$ cat src/design/pin_select_pkg.sv
// package: register map, field layout and bus states of the pin function select bank
`default_nettype none
package pin_select_pkg;
    // ****************************************************************
    // register map
    // ****************************************************************
    localparam logic [31:0] group1_addr  = 32'h4000b048;
    localparam logic [31:0] group2_addr  = 32'h4000b04c;
    localparam logic [31:0] flash_addr   = 32'h4000b068;
    localparam logic [31:0] group1_reset = 32'h00000033;
    localparam logic [31:0] group2_reset = 32'h00000000;
    localparam logic [31:0] flash_reset  = 32'h00000000;
    // ****************************************************************
    // field layout
    // ****************************************************************
    localparam logic [31:0] group_mask     = 32'h77777777;
    localparam logic [31:0] flash_mask     = 32'h00077777;
    localparam int          field_width    = 3;
    localparam int          field_stride   = 4;
    localparam int          group_pins     = 8;
    localparam int          flash_pins     = 5;
    localparam int          function_count = 8;
    localparam logic [2:0]  crossbar_value = 3'h1;

    typedef logic [field_width-1:0] selector_t;

    typedef enum logic [1:0] {
        apb_idle   = 2'b00,
        apb_access = 2'b01
    } apb_state_e;

    function automatic selector_t get_selector(input logic [31:0] word, input int idx);
        get_selector = word[idx*field_stride +: field_width];
    endfunction

    function automatic logic [31:0] strobe_mask(input logic [3:0] strb);
        strobe_mask = {{8{strb[3]}}, {8{strb[2]}}, {8{strb[1]}}, {8{strb[0]}}};
    endfunction
endpackage
`default_nettype wire

$ cat src/design/route_if.sv
// interface: selectors and function lines between the register bank and a pin router
`default_nettype none
interface route_if #(
    parameter int PINS = 8
);
    logic [PINS*3-1:0] selector;
    logic [PINS*8-1:0] function_lines;
    logic [PINS-1:0]   crossbar_lines;
    logic [PINS-1:0]   routed;

    modport router (
        input  selector,
        input  function_lines,
        input  crossbar_lines,
        output routed
    );
    modport owner (
        output selector,
        output function_lines,
        output crossbar_lines,
        input  routed
    );
endinterface
`default_nettype wire

$ cat src/design/pin_function_select_bank.sv
// module: apb register bank of pin function selectors and the pin routers it steers
//
// The APB slave port was left to the implementer.
`default_nettype none
module pin_function_select_bank #(
    parameter int GENERAL_PINS = 16
) (
    input  wire logic                      clock,
    input  wire logic                      rstn,
    input  wire logic                      psel,
    input  wire logic                      penable,
    input  wire logic                      pwrite,
    input  wire logic [31:0]               paddr,
    input  wire logic [31:0]               pwdata,
    input  wire logic [3:0]                pstrb,
    output logic      [31:0]               prdata,
    output logic                           pready,
    output logic                           pslverr,
    input  wire logic [GENERAL_PINS*8-1:0] general_function_lines,
    input  wire logic [GENERAL_PINS-1:0]   general_crossbar_lines,
    input  wire logic [39:0]               flash_function_lines,
    output logic      [GENERAL_PINS-1:0]   general_pin_out,
    output logic      [4:0]                flash_pin_out,
    output logic      [GENERAL_PINS*3-1:0] general_selector,
    output logic      [14:0]               flash_selector
);
    // ****************************************************************
    // elaboration check
    // ****************************************************************
    if (GENERAL_PINS != 2 * pin_select_pkg::group_pins) begin : g_bad_general
        $error("pin_function_select_bank: two groups of eight general pins only");
    end

    // ****************************************************************
    // apb slave
    // ****************************************************************
    pin_select_pkg::apb_state_e state;
    pin_select_pkg::apb_state_e next_state;
    logic [31:0] group1;
    logic [31:0] group2;
    logic [31:0] flash;
    logic [31:0] next_group1;
    logic [31:0] next_group2;
    logic [31:0] next_flash;
    logic [31:0] next_prdata;
    logic        next_pready;
    logic        next_pslverr;
    logic        write_fire;
    logic        hit_group1;
    logic        hit_group2;
    logic        hit_flash;
    logic [31:0] lanes;

    assign hit_group1 = paddr == pin_select_pkg::group1_addr;
    assign hit_group2 = paddr == pin_select_pkg::group2_addr;
    assign hit_flash  = paddr == pin_select_pkg::flash_addr;
    assign write_fire = psel && penable && pready && pwrite;
    assign lanes      = pin_select_pkg::strobe_mask(pstrb);

    // no wait state: the answer is prepared in setup and shown in the first access cycle
    always_comb begin
        next_state   = state;
        next_pready  = 1'b0;
        next_prdata  = prdata;
        next_pslverr = 1'b0;
        case (state)
            pin_select_pkg::apb_idle: begin
                if (psel && !penable) begin
                    next_state   = pin_select_pkg::apb_access;
                    next_pready  = 1'b1;
                    next_pslverr = !(hit_group1 || hit_group2 || hit_flash);
                    if (pwrite) begin
                        next_prdata = 32'h00000000;
                    end else if (hit_group1) begin
                        next_prdata = group1 & pin_select_pkg::group_mask;
                    end else if (hit_group2) begin
                        next_prdata = group2 & pin_select_pkg::group_mask;
                    end else if (hit_flash) begin
                        next_prdata = flash & pin_select_pkg::flash_mask;
                    end else begin
                        next_prdata = 32'h00000000;
                    end
                end
            end
            pin_select_pkg::apb_access: begin
                next_state = pin_select_pkg::apb_idle;
            end
            default: begin
                next_state = pin_select_pkg::apb_idle;
            end
        endcase
    end

    // ****************************************************************
    // selector registers
    // ****************************************************************
    always_comb begin
        logic [31:0] gm;
        logic [31:0] fm;
        gm          = lanes & pin_select_pkg::group_mask;
        fm          = lanes & pin_select_pkg::flash_mask;
        next_group1 = group1;
        next_group2 = group2;
        next_flash  = flash;
        // an erroring write to an unmapped address changes nothing
        if (write_fire && hit_group1) begin
            next_group1 = (group1 & ~gm) | (pwdata & gm);
        end
        if (write_fire && hit_group2) begin
            next_group2 = (group2 & ~gm) | (pwdata & gm);
        end
        if (write_fire && hit_flash) begin
            // flash pins accept any value; correct programming is up to software
            next_flash = (flash & ~fm) | (pwdata & fm);
        end
    end

    always_ff @(posedge clock or negedge rstn) begin
        if (!rstn) begin
            state   <= pin_select_pkg::apb_idle;
            prdata  <= 32'h00000000;
            pready  <= 1'b0;
            pslverr <= 1'b0;
            group1  <= pin_select_pkg::group1_reset;
            group2  <= pin_select_pkg::group2_reset;
            flash   <= pin_select_pkg::flash_reset;
        end else begin
            state   <= next_state;
            prdata  <= next_prdata;
            pready  <= next_pready;
            pslverr <= next_pslverr;
            group1  <= next_group1;
            group2  <= next_group2;
            flash   <= next_flash;
        end
    end

    // ****************************************************************
    // selector outputs and routers
    // ****************************************************************
    always_comb begin
        for (int i = 0; i < pin_select_pkg::group_pins; i++) begin
            general_selector[i*3 +: 3]      = pin_select_pkg::get_selector(group1, i);
            general_selector[(i+8)*3 +: 3]  = pin_select_pkg::get_selector(group2, i);
        end
        for (int i = 0; i < pin_select_pkg::flash_pins; i++) begin
            flash_selector[i*3 +: 3] = pin_select_pkg::get_selector(flash, i);
        end
    end

    route_if #(.PINS(GENERAL_PINS)) general_route ();
    route_if #(.PINS(pin_select_pkg::flash_pins)) flash_route ();

    assign general_route.selector       = general_selector;
    assign general_route.function_lines = general_function_lines;
    assign general_route.crossbar_lines = general_crossbar_lines;
    assign general_pin_out              = general_route.routed;
    assign flash_route.selector         = flash_selector;
    assign flash_route.function_lines   = flash_function_lines;
    // flash pins have no crossbar: value one is plain function one, the flash clock
    assign flash_route.crossbar_lines   = 5'h00;
    assign flash_pin_out                = flash_route.routed;

    pin_router #(.PINS(GENERAL_PINS), .USE_CROSSBAR(1'b1)) general_router (
        .clock (clock),
        .rstn  (rstn),
        .route (general_route.router)
    );

    pin_router #(.PINS(pin_select_pkg::flash_pins), .USE_CROSSBAR(1'b0)) flash_router (
        .clock (clock),
        .rstn  (rstn),
        .route (flash_route.router)
    );

    // ****************************************************************
    // assertions
    // ****************************************************************
    logic seen_write;
    logic next_seen_write;

    // reset-value checks only hold until software first writes
    always_comb begin
        next_seen_write = seen_write || write_fire;
    end

    always_ff @(posedge clock or negedge rstn) begin
        if (!rstn) begin
            seen_write <= 1'b0;
        end else begin
            seen_write <= next_seen_write;
        end
    end
endmodule
`default_nettype wire

$ cat src/design/pin_router.sv
// module: per-pin function router with registered pin outputs
`default_nettype none
module pin_router #(
    parameter int PINS         = 8,
    parameter bit USE_CROSSBAR = 1'b1
) (
    input  wire logic clock,
    input  wire logic rstn,
    route_if.router   route
);
    // ****************************************************************
    // elaboration check
    // ****************************************************************
    if (PINS < 1 || PINS > 32) begin : g_bad_pins
        $error("pin_router: PINS out of range");
    end

    logic [PINS-1:0] routed;
    logic [PINS-1:0] next_routed;

    // ****************************************************************
    // routing
    // ****************************************************************
    always_comb begin
        logic [2:0] sel;
        sel = 3'h0;
        for (int i = 0; i < PINS; i++) begin
            sel = route.selector[i*3 +: 3];
            if (USE_CROSSBAR && sel == pin_select_pkg::crossbar_value) begin
                next_routed[i] = route.crossbar_lines[i];
            end else begin
                next_routed[i] = route.function_lines[i*8 + int'(sel)];
            end
        end
    end

    always_ff @(posedge clock or negedge rstn) begin
        if (!rstn) begin
            routed <= '0;
        end else begin
            routed <= next_routed;
        end
    end

    assign route.routed = routed;
endmodule
`default_nettype wire

$ cat config.mk
export PLATFORM = sky130hd
export DESIGN_NAME = pin_function_select_bank
export DESIGN_NICKNAME = d
export VERILOG_FILES = /design/src/design/pin_select_pkg.sv /design/src/design/route_if.sv /design/src/design/pin_function_select_bank.sv /design/src/design/pin_router.sv
export SDC_FILE = /design/constraint.sdc
export NUM_CORES = 1
export LEC_CHECK = 0
export BUFFER_PORTS_ARGS = -buffer_cell sky130_fd_sc_hd__buf_2
export CAP_MARGIN = 20
export CORE_MARGIN = 5
export CORE_UTILIZATION = 25
export CTS_CLUSTER_DIAMETER = 30
export CTS_CLUSTER_SIZE = 8
export DETAILED_ROUTE_END_ITERATION = 16
export GPL_ROUTABILITY_DRIVEN = 0
export GPL_TIMING_DRIVEN = 0
export PLACE_DENSITY = 0.58
export SLEW_MARGIN = 10
export SYNTH_ARGS = -nofsm -noshare
export SYNTH_HDL_FRONTEND = slang
export SYNTH_HIERARCHICAL = 1
export SYNTH_SLANG_ARGS = --single-unit
$ cat constraint.sdc
create_clock -name clock -period 2.6 [get_ports clock]
set_input_delay 0.52 -clock clock [delete_from_list [all_inputs] [get_ports clock]]
set_output_delay 0.52 -clock clock [all_outputs]
set_load 0.005 [all_outputs]
==> summary.md, run 1 <==
| Metric | Value |
|---|---|
| TritonCTS Buffers | `9` |
| CP Cell Sequence | `buf_2, buf_1, clkbuf_1, clkbuf_1, o22a_1, o21ai_1` |
| CP Data Required Time | `2.82 ns` |
| Slowest-stage cell, CP | `clkbuf_1` |
| Share of the synthesized area in the top cell type | `44.7%` |
| Antenna diodes | `0` |
| DIE HEIGHT | `165 um` |
| Slew margin rel. | `43.8%` |
| DR vias | `5105` |
| Worst setup EP type | `flop` |
| Dpl ws | `-0.470 ns` |
| Clock sink count | `111` |
| Worst-margin pin slew | `0.842 ns` |
| CTS Buffer Depth | `2` |
| Slew Viols, Final | `0` |
| Max Clock Skew | `0.00731 ns` |
| Period minus WS final | `2.38 ns` |
| GR Util met1 | `17.1%` |
| Critical path class | `primary input to flop` |
| FF+latch count, synth | `111` |
| Final Hold Viols | `0` |
| Maximum vdd drop | `319 uV` |
| RR Startpoint | `state[0]` |
| Seq/Total Area, Yosys | `46.4%` |
| Dominant cell by count in the synthesized netlist | `dfrtp_1` |
| Multiplexer share of the synthesized area | `38.2%` |
| Worst R2R Path Depth | `6` |
| CP max FO | `10` |
| Largest net degree at the start of global routing | `69` |
| Latest clock arrival within the worst-skew pair | `0.35 ns` |
| DRT antenna net count | `0` |
| Area leader, netlist | `dfrtp_1` |
| CP peak stage delay | `0.63 ns` |
| Max Fclk | `420 MHz` |
| Commonest cells in the netlist | `dfrtp_1 (107), mux2_1 (63), mux4_1 (42)` |
| Unique masters post-synth | `32` |
| Drt pass-1 iters | `6` |
| Initial antenna violation count | `3` |
| Syn Inst Count | `407` |
| Max_cap viols | `0` |
| First-pass GRT wire length | `30.7 mm` |
| Adder-cell share of the synthesized area | `0%` |
| DP Cell Count | `1075` |
| Clock root buffer | `clkbuf_16` |
| Share of layout cells above drive strength 1 | `52.9%` |
| CP arrival | `2.60 ns` |
| Worst R2R End | `prdata[18]` |
| Worst min path class | `primary input to asynchronous set/reset pin` |
| CP dominant cell by count | `clkbuf_1` |
| # setup viols final | `0` |
| Vias per Instance | `4.67` |
| CP Launch Type | `primary input` |
| Vias in the first global route | `5550` |
| Final worst setup slack | `0.220 ns` |
| Mapped Area | `5990 um^2` |
| YS warnings | `6` |
| Tot GR Track Use | `14.9%` |
| Pwr/cell area | `413 nW/um^2` |
| Ports | `375` |
| Starting density of the core | `25.5%` |
| Layout net count | `1027` |
| Final worst path period share | `91.5%` |
| P_leak | `4.44 nW` |
| Drt wl/cell | `19.1 um` |
| DRT iter0 DRCs | `188` |
| Clk pin slew, worst setup/hold paths | `0.08 ns` |
| Die Span X | `165 um` |
| Synth Area in XOR/XNOR | `0%` |
| Total grt overflow | `0` |
| Outcome | `completed` |
| M3 GR Usage | `4.64%` |
| Grt peak-use layer | `met2` |
| H-Tree Depth | `3` |
| Core area | `23500 um^2` |
| Number of I/O port buffers | `341` |
| Multi-input gate area | `3110 um^2` |
| Post-synth EDFFs | `0` |
| Final WL | `20.9 mm` |
| Placed standard-cell area | `8160 um^2` |
| # DRC | `0` |
| Fin area | `8480 um^2` |
| Synth area leaders | `dfrtp_1 (45%), mux4_1 (18%), mux2_1 (12%)` |
| Fillers | `2401` |
| Layout Cells excl Fill | `1094` |
| Reg area | `2780 um^2` |
| Asr flop ratio synth | `100%` |
| Post-synthesis simple-gate area fraction | `8.79%` |
| Reg2Reg Setup Slack | `0.30 ns` |
| Largest family of logic cells by synthesized area | `multiplexers` |
| CTS tree | `yes` |
| Syn Area/Cell | `14.7 um^2` |
| FP Rows | `56` |
| Hpwl dp | `16.8 mm` |
| Met2 GRT Util | `27.3%` |
| Area added between synthesis and finish | `41.4%` |
| Unrepaired setup endpoints after global routing | `false` |
| Die ar. | `27200 um^2` |
| Synth Area in Compound Gates | `4.30%` |
| Top FF cell, synth | `dfrtp_1` |
[layer usage]
| metal | vias to the layer above | routed length, um |
|---|---|---|
| li1 | 2334 | - |
| met1 | 2525 | 8070 |
| met2 | 225 | 10800 |
| met3 | 15 | 1800 |
| met4 | 6 | 165 |
| met5 | - | 34 |
[through the flow]
stage	TNS, ns	hold WS (ns)	power (mW)	util (%)
detailed placement	-31.02	0.474	2.18	34.7
CTS	0	0.188	3.58	36.0
finish	0	0.168	3.50	36.0
global route	0	0.206	3.69	36.0
floorplan	0	0.224	1.90	-
global placement	-81.56	0.464	2.16	34.5
[critical path: cells and delay by family]
kind | cells | cell delay (ns)
compound gates | 2 | 0.28
buf+inv | 4 | 1.79
[what timing repair did]
action | CTS | global route
setup buffers | 3 | 0
pin swaps | 1 | 0
setup endpoints to repair | 47 | 6
hold buffers | 0 | 0
resized for setup | 0 | 1
[placed cells by master (no fill, tap or decap), types with 3 or more instances in the layout]
cell type    n
clkbuf_1     9
nand2_1     40
dfrtp_1    107
mux2i_1     24
nand4b_1     5
nor4_1       4
mux4_1      42
clkbuf_16    9
mux2_1      63
dfstp_2      4
o21ai_1     24
nand3_1      4
buf_2      343
mux2_2      21
nor3_2       3
nor3_4       8
buf_4       12
o22a_1      15
conb_1       8
nand3b_1     4
[cell families after synthesis]
family | Yosys count
other cells | 1
flops | 111
mux | 150
buf+inv | 25
compound gates | 40
simple gates | 80
[how the worst max path moves through the flow]
stage,startpoint,to,slack (ns),cells after the start
3_5_place_dp,paddr[27],prdata[20],-0.47,6
2_1_floorplan,paddr[28],flop,0.51,5
4_1_cts,paddr[9],flop,0.09,6
3_3_place_gp,rstn,asynchronous set/reset pin,-0.52,1
6_report,paddr[2],prdata[13],0.22,6
5_1_grt,paddr[9],flop,0.001,6
[layout make-up]
cell class                      instances  area share [%]
Buffer                                 23            1.46
Clock buffer                           10            2.82
Clock inverter                          6           0.590
Inverter                                2          0.0886
Multi-Input combinational cell        278            36.7
Sequential cell                       111            32.8
Tap cell                              319            4.71
Timing Repair Buffer                  345            20.8
[report_power, final]
group | internal (mW) | switching [mW]
clock network | 0.692 | 0.675
logic | 0.217 | 0.170
registers | 1.74 | 0.00419
(Power assumes the default switching activity.)
==> run 2, diff against run 1 <==
- CORE_AREA: unset -> 5 5 141 143
- CORE_MARGIN: 5 -> unset
- CORE_UTILIZATION: 25 -> unset
- DIE_AREA: unset -> 0 0 146 148
- PLACE_DENSITY: 0.58 -> 0.7
==> run 2 against run 1 <==
Against the previous run:
- register-to-register slack improved by 0.02 ns
- flip-flop and latch count did not move
- global-route usage rose by 3.5 points
- clock power fell by 4%
- worst setup slack improved by 0.011 ns
- highest routed layer unchanged
- clock skew fell by 0.00084 ns
- via count fell by 1.5%
- largest power group unchanged
==> summary.md, run 2 (synthesis results as in run 1) <==
| Metric | Value |
|---|---|
| Outcome | `completed` |
| Final WL | `20.3 mm` |
| Final Hold Viols | `0` |
| Tot GR Track Use | `18.4%` |
| Worst min path class | `primary input to asynchronous set/reset pin` |
| DRT iter0 DRCs | `163` |
| Postcts setup bufs | `0` |
| DR vias | `5026` |
| CP Launch Type | `primary input` |
| Critical path class | `primary input to flop` |
| Drt pass-1 iters | `4` |
| Worst setup EP type | `flop` |
| Core Util, Final | `45.1%` |
| Commonest non-fill, non-tap cells in the layout | `buf_2 (343), dfrtp_1 (107), mux2_1 (63), mux4_1 (42), nand2_1 (40)` |
| First-pass GRT wire length | `30.9 mm` |
| Hpwl dp | `16.2 mm` |
| Core area | `18500 um^2` |
| Initial antenna violation count | `2` |
| Worst-margin pin slew | `0.940 ns` |
| Clock sink count | `111` |
| CTS Buffer Depth | `2` |
| P_leak | `4.40 nW` |
| Placed standard-cell area | `8050 um^2` |
| Fillers | `1713` |
| Commonest non-fill, non-tap cell in the layout | `buf_2` |
| Max_cap viols | `0` |
| H-Tree Depth | `3` |
| Vias per Instance | `4.99` |
| TritonCTS Buffers | `9` |
| Fin area | `8330 um^2` |
| DIE HEIGHT | `148 um` |
| Max Clock Skew | `0.00647 ns` |
| RR Startpoint | `state[0]` |
| Multi-input gate area | `3100 um^2` |
| Period minus WS final | `2.37 ns` |
| Clock root buffer | `clkbuf_16` |
| Starting density of the core | `32.5%` |
| CTS tree | `yes` |
| Layout net count | `1024` |
| Die ar. | `21600 um^2` |
| Worst R2R End | `prdata[14]` |
| # setup viols final | `0` |
| Final worst path period share | `91.1%` |
| Pwr/cell area | `415 nW/um^2` |
| Reg area | `2780 um^2` |
| CP max FO | `9` |
| Vias in the first global route | `5491` |
| CP Cell Sequence | `clkbuf_1, nor4b_4, nand3_1, nor3_2, mux2_1` |
| Maximum vdd drop | `293 uV` |
| Reg2Reg Setup Slack | `0.32 ns` |
| CP peak stage delay | `0.70 ns` |
| Clk pin slew, worst setup/hold paths | `0.08 ns` |
| Crit path from | `paddr[5]` |
| Slowest-stage cell, CP | `nor4b_4` |
| Total grt overflow | `0` |
| # DRC | `0` |
| Slew Viols, Final | `0` |
| Area added between synthesis and finish | `39.0%` |
| FP Rows | `50` |
| Drt wl/cell | `20.1 um` |
| Worst R2R Path Depth | `6` |
| DRT antenna net count | `0` |
| Unrepaired setup endpoints after global routing | `false` |
| Max Fclk | `422 MHz` |
| Die Span X | `146 um` |
| Share of layout cells above drive strength 1 | `52.6%` |
| CP Data Required Time | `2.83 ns` |
| CP arrival | `2.60 ns` |
| Number of I/O port buffers | `341` |
| Largest net degree at the start of global routing | `60` |
| Latest clock arrival within the worst-skew pair | `0.35 ns` |
| Ports | `375` |
| Slew margin rel. | `37.2%` |
==> run 2: cell type report <==
type	instances	area share [%]
Inverter	2	0.0901
Multi-Input combinational cell	278	37.3
Clock inverter	5	0.496
Buffer	23	1.50
Tap cell	234	3.52
Antenna cell	1	0.0300
Sequential cell	111	33.4
Clock buffer	11	2.79
Timing Repair Buffer	342	20.9
==> run 2: worst min path at each step <==
stage	start	end	cells after the start
6_report	rstn	general_router/route.routed[2]	1
3_3_place_gp	prdata[25]	prdata[25]	2
4_1_cts	rstn	general_router/route.routed[2]	1
5_1_grt	rstn	general_router/route.routed[2]	1
3_5_place_dp	prdata[17]	prdata[17]	2
2_1_floorplan	rstn	asynchronous set/reset pin	0
==> run 2: worst max-delay path, delay by kind of cell <==
family / cells / cell delay [ns]
buf+inv: 1 / 0.26
mux: 1 / 0.39
simple gates: 3 / 1.43
==> run 2: routing by layer <==
metal	vias to the layer above	part of all wire (%)	GRT usage, %
met5	-	0.064	0
met4	2	1.8	5.32
met3	25	7.6	5.73
met2	229	51	33.0
met1	2450	40	21.3
li1	2320	-	-
==> run 2: through the flow <==
stage	setup WS (ns)	std cells	power [mW]	setup TNS [ns]	hold slack (ns)
floorplan	0.505	414	1.90	0	0.224
global placement	-0.389	989	2.16	-48.09	0.463
detailed placement	-0.278	990	2.18	-10.40	0.470
CTS	0.0980	1006	3.51	0	0.117
global route	0.0488	1007	3.61	0	0.140
finish	0.230	1007	3.46	0	0.107
==> run 2: report_power, final <==
group	total, mW	internal [mW]	switching [mW]
Combinational	0.391	0.217	0.174
Clock	1.32	0.661	0.661
Sequential	1.75	1.74	0.00393
Total	3.46	2.62	0.839
==> run 2: repair_timing <==
item | 4_1_cts | 5_1_grt
resized for setup | 0 | 2
setup endpoints to repair | 0 | 2
hold buffers | 0 | 0
==> run 3, diff against run 2 <==
- CELL_PAD_IN_SITES_DETAIL_PLACEMENT: unset -> 0
- CELL_PAD_IN_SITES_GLOBAL_PLACEMENT: unset -> 1
- PLACE_DENSITY: 0.7 -> 0.87
==> run 3 against run 2 <==
Against the previous run:
- cell count is essentially flat
- fmax increased by 0.17%
- clock power rose by 6%
- critical path depth rose by 1
- non-clock buffer count did not move
- hold slack got worse by 0.032 ns
- largest power group unchanged
- register-to-register slack about the same
==> summary.md, run 3 (synthesis results as in run 1) <==
| Metric | Value |
|---|---|
| Outcome | `completed` |
| Vias in the first global route | `5617` |
| Worst setup EP type | `flop` |
| CP max FO | `10` |
| DRT iter0 DRCs | `143` |
| Tot GR Track Use | `17.8%` |
| Commonest non-fill, non-tap cell in the layout | `buf_2` |
| Postcts setup bufs | `0` |
| Clk pin slew, worst setup/hold paths | `0.08 ns` |
| CP arrival | `2.59 ns` |
| Worst-margin pin slew | `0.986 ns` |
| Worst min path class | `primary input to asynchronous set/reset pin` |
| Pwr/cell area | `422 nW/um^2` |
| Max_cap viols | `0` |
| CP Data Required Time | `2.83 ns` |
| Die Span X | `146 um` |
| Worst R2R Path Depth | `6` |
| DP Cell Count | `990` |
| Core area | `18500 um^2` |
| Slew Viols, Final | `0` |
| Reg2Reg Setup Slack | `0.32 ns` |
| Drt wl/cell | `19.4 um` |
| Largest net degree at the start of global routing | `69` |
| Max Fclk | `423 MHz` |
| Drt pass-1 iters | `6` |
| H-Tree Depth | `3` |
| Ports | `375` |
| Slew margin rel. | `34.2%` |
| Period minus WS final | `2.37 ns` |
| Final Hold Viols | `0` |
| Starting density of the core | `32.5%` |
| # setup viols final | `0` |
| Worst R2R End | `prdata[16]` |
| RR Startpoint | `state[0]` |
| Initial antenna violation count | `1` |
| P_leak | `4.45 nW` |
| CTS Buffer Depth | `2` |
| Antenna diodes | `0` |
| TritonCTS Buffers | `9` |
| DIE HEIGHT | `148 um` |
| Hpwl dp | `15.7 mm` |
| Area added between synthesis and finish | `39.6%` |
| Clock root buffer | `clkbuf_16` |
| Layout Cells excl Fill | `1006` |
| First-pass GRT wire length | `30.3 mm` |
| Maximum vdd drop | `309 uV` |
| Max Clock Skew | `0.0122 ns` |
| Vias per Instance | `5.03` |
| Clock sink count | `111` |
| DRT antenna net count | `0` |
| CP Launch Type | `primary input` |
| Total grt overflow | `0` |
| Critical path class | `primary input to flop` |
| Die ar. | `21600 um^2` |
| Final WL | `19.5 mm` |
| Latest clock arrival within the worst-skew pair | `0.35 ns` |
| Commonest non-fill, non-tap cells in the layout | `buf_2 (343), dfrtp_1 (107), mux2_1 (63), mux4_1 (42), nand2_1 (40)` |
| Setup TNS | `0 ns` |
| Unrepaired setup endpoints after global routing | `false` |
| Layout net count | `1024` |
| # DRC | `0` |
| CTS tree | `yes` |
| Final worst path period share | `91.0%` |
| Number of I/O port buffers | `341` |
| DR vias | `5064` |
| FP Rows | `50` |
| Share of layout cells above drive strength 1 | `52.6%` |
run 3: area by class of cell:
class | count | area [um^2]
Sequential cell | 111 | 2780
Clock buffer | 11 | 233
Tap cell | 234 | 293
Fill cell | 1732 | 10100
Timing Repair Buffer | 342 | 1740
Inverter | 2 | 7.51
Clock inverter | 5 | 63.8
Multi-Input combinational cell | 278 | 3120
Buffer | 23 | 124
run 3: where the power goes:
group,switching [mW],total (mW),leakage (nW),internal (mW)
clock,0.642,1.40,0.141,0.758
combinational,0.168,0.384,2.82,0.217
sequential,0.00456,1.75,1.49,1.74
total,0.814,3.53,4.45,2.72
run 3: worst max-delay path, cell delays in order:
cell and delay [ns]:
buf_2 0.10, nor4_1 0.27, nand4_1 0.42, buf_2 0.42, nor3_4 0.48, mux2_1 0.37
run 3: timing repair:
| action | 4_1_cts | 5_1_grt |
|---|---|---|
| gates resized for setup | 2 | 1 |
| setup endpoints to repair | 12 | 32 |
| hold buffers | 0 | 0 |
run 3: worst max-delay path by stage:
stage,startpoint,to,slack (ns),cells after the start
after floorplan,paddr[28],flop,0.51,5
after global placement,paddr[9],flop,-0.41,6
after detailed placement,paddr[9],flop,-0.46,6
after CTS,paddr[9],flop,0.07,6
after global routing,paddr[17],prdata[30],0.06,6
final,paddr[17],flop,0.23,6
run 3: routing by layer:
metal,routed length (um),vias to the layer above,track usage [%]
met5,13,-,0
met4,196,2,4.23
met3,1550,15,5.61
met2,9860,231,31.5
met1,7900,2495,21.2
li1,-,2321,-
run 3: per-stage QoR:
stage          setup WS (ns)  cell area, um^2  hold WS (ns)  total power [mW]  utilization, %
6_report               0.234             8370        0.0757              3.53            45.3
5_1_grt               0.0601             8370         0.101              3.69            45.3
4_1_cts               0.0663             8360        0.0865              3.59            45.3
3_5_place_dp          -0.464             8050         0.470              2.17            43.6
3_3_place_gp          -0.411             8020         0.464              2.16            43.4
2_1_floorplan          0.505             6020         0.224              1.90               -
